**config.mk**
```make
export PLATFORM = sky130hd
export DESIGN_NAME = iowd_top
export DESIGN_NICKNAME = d
export VERILOG_FILES = /design/src/iowd_pkg.sv /design/src/iowd_counter.sv /design/src/iowd_top.sv
export SDC_FILE = /design/constraint.sdc
export NUM_CORES = 1
export LEC_CHECK = 0
export BUFFER_PORTS_ARGS = -buffer_cell sky130_fd_sc_hd__buf_2
export CAP_MARGIN = 20
export CORE_UTILIZATION = 50
export CTS_BUF_LIST = sky130_fd_sc_hd__clkbuf_16
export CTS_CLUSTER_DIAMETER = 80
export CTS_CLUSTER_SIZE = 30
export DETAILED_ROUTE_END_ITERATION = 12
export PLACE_DENSITY = 0.7
export SYNTH_ARGS = -nofsm -noshare
export SYNTH_HDL_FRONTEND = slang
export SYNTH_HIERARCHICAL = 1
export SYNTH_SLANG_ARGS = --single-unit
```
**constraint.sdc**
```tcl
create_clock -name clk_in -period 6.15 [get_ports clk_in]
set_clock_uncertainty 0.1 [all_clocks]
set_input_delay 0.9225 -clock clk_in [delete_from_list [all_inputs] [get_ports clk_in]]
set_output_delay 0.9225 -clock clk_in [all_outputs]
set_load 0.01 [all_outputs]
```
**src/iowd_pkg.sv**
```systemverilog
package iowd_pkg;
   // I/O port addresses decoded on host read cycles
   localparam logic [15:0] DISABLE_PORT_ADDR = 16'h0043;
   localparam logic [15:0] ARM_PORT_ADDR     = 16'h0443;
   // Read data has no meaning; a fixed value is returned
   localparam logic [7:0]  READ_DATA_VALUE   = 8'hFF;
   // Timing
   localparam int          CLK_HZ            = 200_000_000;
   localparam int          INTERVAL_MS       = 2000;
   localparam int          INTERVAL_CYCLES   = CLK_HZ / 1000 * INTERVAL_MS;
   localparam int          RESET_PULSE_CYCLES = 16;
   // Expiry action selection
   localparam logic        ACTION_RESET      = 1'b0;
   localparam logic        ACTION_IRQ        = 1'b1;
   typedef enum logic [1:0] {IOWD_DISARMED, IOWD_ARMED, IOWD_FIRED} iowd_state_e;
endpackage

```
**src/iowd_counter.sv**
```systemverilog
`timescale 1ns/1ps
// Loadable down counter; flags the step to zero for one cycle while running
module iowd_counter #(
   parameter int WIDTH = 32
) (
   input  wire logic             clk_in,
   input  wire logic             rst_in,
   input  wire logic             load_in,
   input  wire logic             run_in,
   input  wire logic [WIDTH-1:0] value_in,
   output logic                  zero_out
);
   logic [WIDTH-1:0] count_q;
   logic [WIDTH-1:0] count_d;
   logic             zero_q;

   // Load wins over counting so a refresh is never lost
   assign count_d = load_in ? value_in :
                    (run_in && count_q != '0) ? count_q - WIDTH'(1) : count_q;

   always_ff @(posedge clk_in) begin
      if (rst_in) begin
         count_q <= '0;
         zero_q  <= 1'b0;
      end else begin
         count_q <= count_d;
         zero_q  <= run_in && !load_in && count_q == WIDTH'(1);
      end
   end

   assign zero_out = zero_q;
endmodule

```
**src/iowd_top.sv**
```systemverilog
`timescale 1ns/1ps
// Contract
// - First arm-port read arms the countdown
// - Arm-port read while armed restarts full interval
// - Expiry resets CPU or raises IRQ11
// - Disable-port read disarms and stops countdown
module iowd_top #(
   parameter int INTERVAL_CYCLES = iowd_pkg::INTERVAL_CYCLES,
   parameter int CNT_WIDTH       = 32
) (
   input  wire logic        clk_in,
   input  wire logic        rst_in,
   input  wire logic [15:0] io_addr_in,
   input  wire logic        io_rd_in,
   input  wire logic        action_sel_in,
   output logic [7:0]       io_rdata_out,
   output logic             io_hit_out,
   output logic             cpu_reset_out,
   output logic             irq11_out,
   output logic             armed_out
);
   // The watchdog is driven only by host read cycles. A read strobe is taken
   // on the rising edge at which io_rd_in is high; its address picks the arm
   // port or the disable port, and every other address is ignored. Reads of
   // the arm port both arm and refresh, so host software needs one loop only.
   // A read of the disable port stops the countdown at once. The expiry action
   // is a finite CPU reset pulse or a standing IRQ level, picked by a strap.

   // Reset pulse counter width, sized so the pulse length always fits
   localparam int PULSE_W = $clog2(iowd_pkg::RESET_PULSE_CYCLES + 1);

   // Arming state and its next value
   iowd_pkg::iowd_state_e state_q;
   iowd_pkg::iowd_state_e state_d;

   // One register behind every output so no decode reaches a pin
   logic                  armed_q;
   logic                  armed_d;
   logic                  cpu_reset_q;
   logic                  cpu_reset_d;
   logic                  irq_q;
   logic                  irq_d;
   logic                  hit_q;
   logic                  hit_d;
   logic [7:0]            rdata_q;

   // Reset pulse length counter and its next value
   logic [PULSE_W-1:0]    pulse_q;
   logic [PULSE_W-1:0]    pulse_d;

   // One-cycle expiry flag from the interval counter
   logic                  expired;

   // Port decode on each host read strobe; other addresses are left alone
   wire rd_arm    = io_rd_in && io_addr_in == iowd_pkg::ARM_PORT_ADDR;
   wire rd_dis    = io_rd_in && io_addr_in == iowd_pkg::DISABLE_PORT_ADDR;
   wire rd_any    = rd_arm || rd_dis;
   wire armed     = state_q == iowd_pkg::IOWD_ARMED;

   // Counter control; the disable port wins over an arm read in one cycle
   wire cnt_load  = rd_arm && !rd_dis;
   wire cnt_run   = armed && !rd_dis;

   // Expiry acts only while armed and with no port read in that cycle, so a
   // refresh or disable that lands exactly on the deadline still saves the CPU
   wire fire      = armed && expired && !rd_any;
   wire fire_rst  = fire && action_sel_in == iowd_pkg::ACTION_RESET;
   wire fire_irq  = fire && action_sel_in == iowd_pkg::ACTION_IRQ;

   // Pulse counter status
   wire pulse_on  = pulse_q != '0;
   wire pulse_end = pulse_q == PULSE_W'(1);

   // Interval countdown. It is loaded with the full interval on every arm read
   // and counts only while armed. Its zero flag is registered, so the expiry
   // action shows INTERVAL_CYCLES + 1 cycles after the last arm read. With the
   // default interval the count needs 29 bits; CNT_WIDTH leaves headroom, and
   // a narrower CNT_WIDTH would silently shorten the interval.
   iowd_counter #(
      .WIDTH (CNT_WIDTH)
   ) iowd_counter_inst (
      .clk_in   (clk_in),
      .rst_in   (rst_in),
      .load_in  (cnt_load),
      .run_in   (cnt_run),
      .value_in (CNT_WIDTH'(INTERVAL_CYCLES)),
      .zero_out (expired)
   );

   // Next arming state; a refresh or disable in the expiry cycle beats the expiry
   always_comb begin
      state_d = state_q;
      unique case (state_q)
         iowd_pkg::IOWD_DISARMED: begin
            if (cnt_load) state_d = iowd_pkg::IOWD_ARMED;
         end
         iowd_pkg::IOWD_ARMED: begin
            if (rd_dis) state_d = iowd_pkg::IOWD_DISARMED;
            else if (cnt_load) state_d = iowd_pkg::IOWD_ARMED;
            else if (fire) state_d = iowd_pkg::IOWD_FIRED;
         end
         iowd_pkg::IOWD_FIRED: begin
            // After expiry the watchdog waits, disarmed, until the host arms it
            if (rd_dis) state_d = iowd_pkg::IOWD_DISARMED;
            else if (cnt_load) state_d = iowd_pkg::IOWD_ARMED;
         end
         default: begin
            // The unused code falls back to the safe, disarmed state
            state_d = iowd_pkg::IOWD_DISARMED;
         end
      endcase
   end

   // Next armed flag follows the next state so the output needs no decode
   assign armed_d = state_d == iowd_pkg::IOWD_ARMED;

   // Reset pulse: loaded on expiry in reset mode, then counted down to zero
   assign pulse_d = fire_rst ? PULSE_W'(iowd_pkg::RESET_PULSE_CYCLES) :
                    pulse_on ? pulse_q - PULSE_W'(1) : pulse_q;

   // The CPU reset is a finite pulse; a held reset would keep the CPU from
   // ever coming back to refresh the watchdog
   assign cpu_reset_d = fire_rst || (pulse_on && !pulse_end);

   // The IRQ is a level that stands until the handler reads either port;
   // the set wins over a clear, though expiry already excludes a read
   assign irq_d = fire_irq || (irq_q && !rd_any);

   // Read acknowledge for either watchdog port
   assign hit_d = rd_any;

   // Arming state; a system reset always leaves the watchdog disarmed, also
   // when that reset was the watchdog's own pulse fed back to the board
   always_ff @(posedge clk_in) begin
      if (rst_in) begin
         state_q <= iowd_pkg::IOWD_DISARMED;
      end else begin
         state_q <= state_d;
      end
   end

   // Armed flag register
   always_ff @(posedge clk_in) begin
      if (rst_in) begin
         armed_q <= 1'b0;
      end else begin
         armed_q <= armed_d;
      end
   end

   // Reset pulse length counter
   always_ff @(posedge clk_in) begin
      if (rst_in) begin
         pulse_q <= '0;
      end else begin
         pulse_q <= pulse_d;
      end
   end

   // CPU reset output register
   always_ff @(posedge clk_in) begin
      if (rst_in) begin
         cpu_reset_q <= 1'b0;
      end else begin
         cpu_reset_q <= cpu_reset_d;
      end
   end

   // IRQ output register
   always_ff @(posedge clk_in) begin
      if (rst_in) begin
         irq_q <= 1'b0;
      end else begin
         irq_q <= irq_d;
      end
   end

   // Read acknowledge register, one cycle after the taken read
   always_ff @(posedge clk_in) begin
      if (rst_in) begin
         hit_q <= 1'b0;
      end else begin
         hit_q <= hit_d;
      end
   end

   // Read data carries no meaning; it is a fixed value held in a register so
   // the data pins never depend on the address decode
   always_ff @(posedge clk_in) begin
      if (rst_in) begin
         rdata_q <= iowd_pkg::READ_DATA_VALUE;
      end else begin
         rdata_q <= iowd_pkg::READ_DATA_VALUE;
      end
   end

   // Outputs straight from their registers
   assign io_rdata_out  = rdata_q;
   assign io_hit_out    = hit_q;
   assign cpu_reset_out = cpu_reset_q;
   assign irq11_out     = irq_q;
   assign armed_out     = armed_q;
endmodule

```
-- Yosys cells after proc, flatten, opt, wreduce, memory -nomap -nowiden
Index checks and enable logic that the tools add are counted.
Widths: inputs -> output; s select.
- flip-flop bits (word level): 44
- latch bits: 0
- memory bits (writable): 0
- ROM bits: 0
- input bits: 20
- output and inout port bits: 12
- memories: 0
- $add $sub $neg: 2
- multiply operators: 0
- divide/modulo/power cells: 0
- magnitude comparators: 0
- equality and inequality tests: 7
- shift operators: 0
- muxes and demuxes: 10
- bitwise logic cells: 1
- reduce and logical (&&, ||, !) cells: 27
- operator list (operator ; count):
    $mux 29 ; 2
    $eq 32x1->1 const B ; 1
    $reduce_bool 32->1 ; 1
    $sub 32x1->32 const B ; 1
    $eq 16x11->1 const B ; 1
    $eq 16x7->1 const B ; 1
    $logic_and 1x1->1 ; 13
    $mux 2 ; 5
    $mux 5 ; 2
    $pmux 2 s3 ; 1
    $eq 5x1->1 const B ; 1
    $reduce_bool 5->1 ; 1
    $sub 5x1->5 const B ; 1
    $eq 2x1->1 const B ; 2
    $logic_not 1->1 ; 4
    $reduce_bool 2->1 ; 2
    $reduce_or 2->1 ; 2
    $logic_or 1x1->1 ; 3
    $eq 2x2->1 const B ; 1
    $logic_not 2->1 ; 1
    $not 1->1 ; 1

-- Logic depth before layout (Yosys ltp)
- depth after elaboration: 10
- gate-level depth with buffers: 9
- gate-level depth less buffers: 8

-- By module
The synthesis kept the hierarchy.
- modules (own cells, without submodules) (module ; instances ; cells an instance ; area each (µm²)):
    iowd_counter ; 1 ; 265 ; 2135.8
    iowd_top ; 1 ; 71 ; 668.1

-- Worst setup path after synthesis
OpenSTA, ideal clock, no wires.
- path kind: input to register
- start point: in io_addr_in[4]
- end point: reg iowd_counter_inst.count_q[22]
- setup time: 62 ps
- arrival: 3231 ps
- required time: 5988 ps
- slack: 2757 ps
- stages on the path: 9
- path buffers: 3
- cell sequence: or4b_1 or4_1 buf_2 nor2_1 clkbuf_1 clkbuf_1 a21oi_1 or2_2 nand3_1
- elaborated cells on any way between the ends: 10
- classes of those cells: eq/ne (2); mux (1); reduce/logical (7)
- RTL lines (what ; line ; RTL):
    start, declared ; iowd_top.sv:13 ; input wire logic [15:0] io_addr_in,
    $eq 16x7->1 ; iowd_top.sv:56 ; wire rd_dis = io_rd_in && io_addr_in == iowd_pkg::DISABLE_PORT_ADDR;
    $logic_and 1x1->1 ; iowd_top.sv:56 ;
    $logic_not 1->1 ; iowd_top.sv:61 ; wire cnt_load = rd_arm && !rd_dis;
    $logic_and 1x1->1 * ; iowd_top.sv:61 ;
    via cnt_load ; iowd_top.sv:61 ;
    $mux 29 / $reduce_bool 2->1 (equally long branches) ; - ;
    end signal, assigned ; iowd_counter.sv:26 ; count_q <= count_d;
    end, declared ; iowd_counter.sv:13 ; logic [WIDTH-1:0] count_q;
The timed path passes the listed nets; every way through them passes the cells marked *.
A chain may end at the register's enable or synchronous reset.

-- Final worst setup path
- start point: in io_addr_in[11]
- end point: reg iowd_counter_inst.count_q[22]
Same word-level chain as after synthesis.

==> out/results.ini <==
[status]
status = completed

[timing]
slew_viol_final = 0
max_freq_mhz = 283
hold_ws_ps = 429
fin_tns_setup_ps = 0
hold_viol = 0
worst_pin_slew_ps = 860
setup_viol = 0
min_period_ps = 3530
grt_setup_unrepaired = no
finalCritPeriodShare_pct = 57.4
relSlewSlack_pct = 42.6

[cts]
cts_root_buf = clkbuf_16
clock_latency_ps = 280
cts_buffer_depth = 2
cts_max_level = 2
numCtsBuffers = 5
cts.sinks = 44
cts_tree = done
hold_buffers = 0
postCtsSetupBuffers = 0
clk_pin_slew_ps = 60
ctsResizeCount = 0

[power_and_ir_drop]
p_leak_nw = 1.31
p_switching_mw = 0.190
ir_worst_vdd_mv = 0.160
netSwitchingFraction_pct = 25.4
combPwrFrac_pct = 17.1
p_total_mw = 0.745
pwr-share-seq_pct = 43.2
clockPowerShare_pct = 39.7
internal_power_mw = 0.556
power_density_nw_per_um2 = 232

[detailed_routing]
dr.first_iter.drc_count = 214
routed_wl_um = 6490
wl_per_cell_um = 14.4
ant_nets = 0
vias_per_cell = 5.72
vias = 2587
drt_first_pass_iters = 4
drcViolationCount = 0

[final_layout]
fill_cells = 467
nets = 406
fin_cells = 452
seq_area_um2 = 881
most-common-layout-cells = dfxtp_1 (44), conb_1 (41), nor2_1 (35)
diodes = 0
final_common_cell = dfxtp_1
multi_input_area_um2 = 1880
syn_to_final_growth_pct = 14.7
drive_gt1_share_pct = 14.7
utilization_pct = 61.4

[job]
cap_viol_max_count = 0

[grt]
grt_use_total_pct = 24.0
antenna_found_initial = 0
overflow = 0
grt_max_degree = 48
grt_pass1_wl_um = 11600
grt_pass1_vias = 2499

[synthesis]
synthArstFlopShare_pct = 0
avgSynthCellArea_um2 = 8.35
ys_warn_count = 6
synthCells = 336
synth_top_cell_area_share_pct = 31.4
yosysTopAreaCell = dfxtp_1
synth_edf_count = 0
ys_seq_area_share_pct = 31.4
synth.distinct_cells = 61
yosys_register_bits = 44
ys.flop_type = dfxtp_1
synthTopCellsByArea = dfxtp_1 (31%), a311oi_1 (5.3%), nor2_1 (4.8%)
synth_area_um2 = 2800

[setup_path]
worstPathRequired_ps = 6220
crit_chain = buf_2, or4_4, or4_1, nor2_2, buf_4, inv_1, buf_16, and3_1, a21oi_1, or2_2, nand3_1
crit_path_start_kind = input port
cp_max_fo = 35
crit_type = input port to flip-flop
crit_arrival_ps = 3600
rrSetupSlack_ps = 3340
slowest_delay_ps = 660
end_kind = flip-flop
cpMaxStageDelayCell = or4_1

[floorplanning]
die_w_um = 76.9
rows = 26
pin_count = 32
die_y_um = 76.9
initial_utilization_pct = 53.5
core_area_um2 = 5240
die_area_um2 = 5910

[place]
dp.cells = 443
dp_hpwl_um = 4540
place_congestion = 0.809
port_buffers = 23

[worst_hold_path]
min_path_type = flip-flop to flip-flop

==> cell families (layout without fill, tap and decap cells) <==
kind of cell / count (synthesis) / after routing / share of synthesized area [%]
DFF: 44 / 44 / 31.4
muxes: 7 / 7 / 2.54
AOI/OAI and AO/OA: 84 / 84 / 22.3
other: 2 / 41 / 0.268
xor gates and xnor gates: 6 / 6 / 1.87
buffers and inverters: 41 / 48 / 6.87
and+or+nand+nor: 147 / 147 / 32.5
adders and majority gates: 5 / 5 / 2.23
==> synthesized netlist by cell type (2+ instances only) <==
library cell and number:
dfxtp_1 44, mux2i_1 6, or4b_1 3, a211oi_1 8, a21o_1 3, nand2_1 15, nor4_2 2, conb_1 2
o31ai_1 4, o21ai_0 10, buf_2 4, a2111oi_0 4, clkbuf_1 13, ha_1 5, or4_1 9, a21oi_1 11
inv_1 15, or3_1 11, nor4_1 9, a211o_1 2, a221o_1 2, nand4_1 5, nor4_4 2, or4_4 3
and3_1 7, a311oi_1 17, nor3_1 10, nor3b_1 3, nand3_1 10, o22ai_1 6, xnor2_1 5, buf_4 9
a31oi_1 4, nor2_1 36, nor2b_1 3, and4_1 2, o211ai_1 3, nand3b_1 2, or2_2 5
==> per-stage QoR <==
stage	worst slack [ps]	area (um^2)
2_1_floorplan	2760	2950
3_3_place_gp	2040	3030
3_5_place_dp	1980	3030
4_1_cts	2270	3190
5_1_grt	2310	3220
6_report	2620	3220
==> cell type report <==
type / instances / area share [%]
repair buffers: 25 / 4.67
clock buffers: 5 / 3.89
inverters: 15 / 1.75
clock inverters: 3 / 1.17
flip-flops and latches: 44 / 27.4
multi-input cells: 290 / 58.4
well taps: 70 / 2.72
==> state kept, by name, indices dropped and copies added, names as in the netlist <==
name	count
state_q	2
io_hit_out	1
irq11_out	1
armed_out	1
pulse_q	5
iowd_counter_inst/zero_out	1
cpu_reset_out	1
iowd_counter_inst/count_q	32
==> worst paths after layout <==
check                                             start                                    endpoint  depth (start not counted)
min          iowd_counter_inst/count_q[22]$_SDFFE_PP0P_  iowd_counter_inst/count_q[22]$_SDFFE_PP0P_                          2
max reg2reg   iowd_counter_inst/count_q[0]$_SDFFE_PP0P_  iowd_counter_inst/count_q[30]$_SDFFE_PP0P_                          7
min reg2reg  iowd_counter_inst/count_q[22]$_SDFFE_PP0P_  iowd_counter_inst/count_q[22]$_SDFFE_PP0P_                          2
max                                      io_addr_in[11]  iowd_counter_inst/count_q[22]$_SDFFE_PP0P_                         11
==> power groups by stage <==
stage          Clock (mW)  Combinational (mW)  Sequential [mW]
5_1_grt             0.313               0.143            0.326
2_1_floorplan           0               0.100            0.326
6_report            0.296               0.127            0.322
4_1_cts             0.304               0.128            0.322
3_5_place_dp            0               0.127            0.328
3_3_place_gp            0               0.124            0.327
==> worst max-delay path, delay by kind of cell <==
family | cells | cell delay [ps]
AND/OR/NAND/NOR | 6 | 1690
buffers and inverters | 4 | 880
AO/OA/AOI/OAI | 1 | 100
==> layer usage <==
| layer | track usage (%) | vias to the layer above | part of all wire, % |
|---|---|---|---|
| met5 | 0 | - | 0 |
| met4 | 7.50 | 0 | 0.97 |
| met3 | 4.29 | 5 | 3.8 |
| met2 | 38.3 | 42 | 46 |
| met1 | 32.6 | 1200 | 49 |
| li1 | - | 1340 | - |
Power figures use the tool's default switching activity.
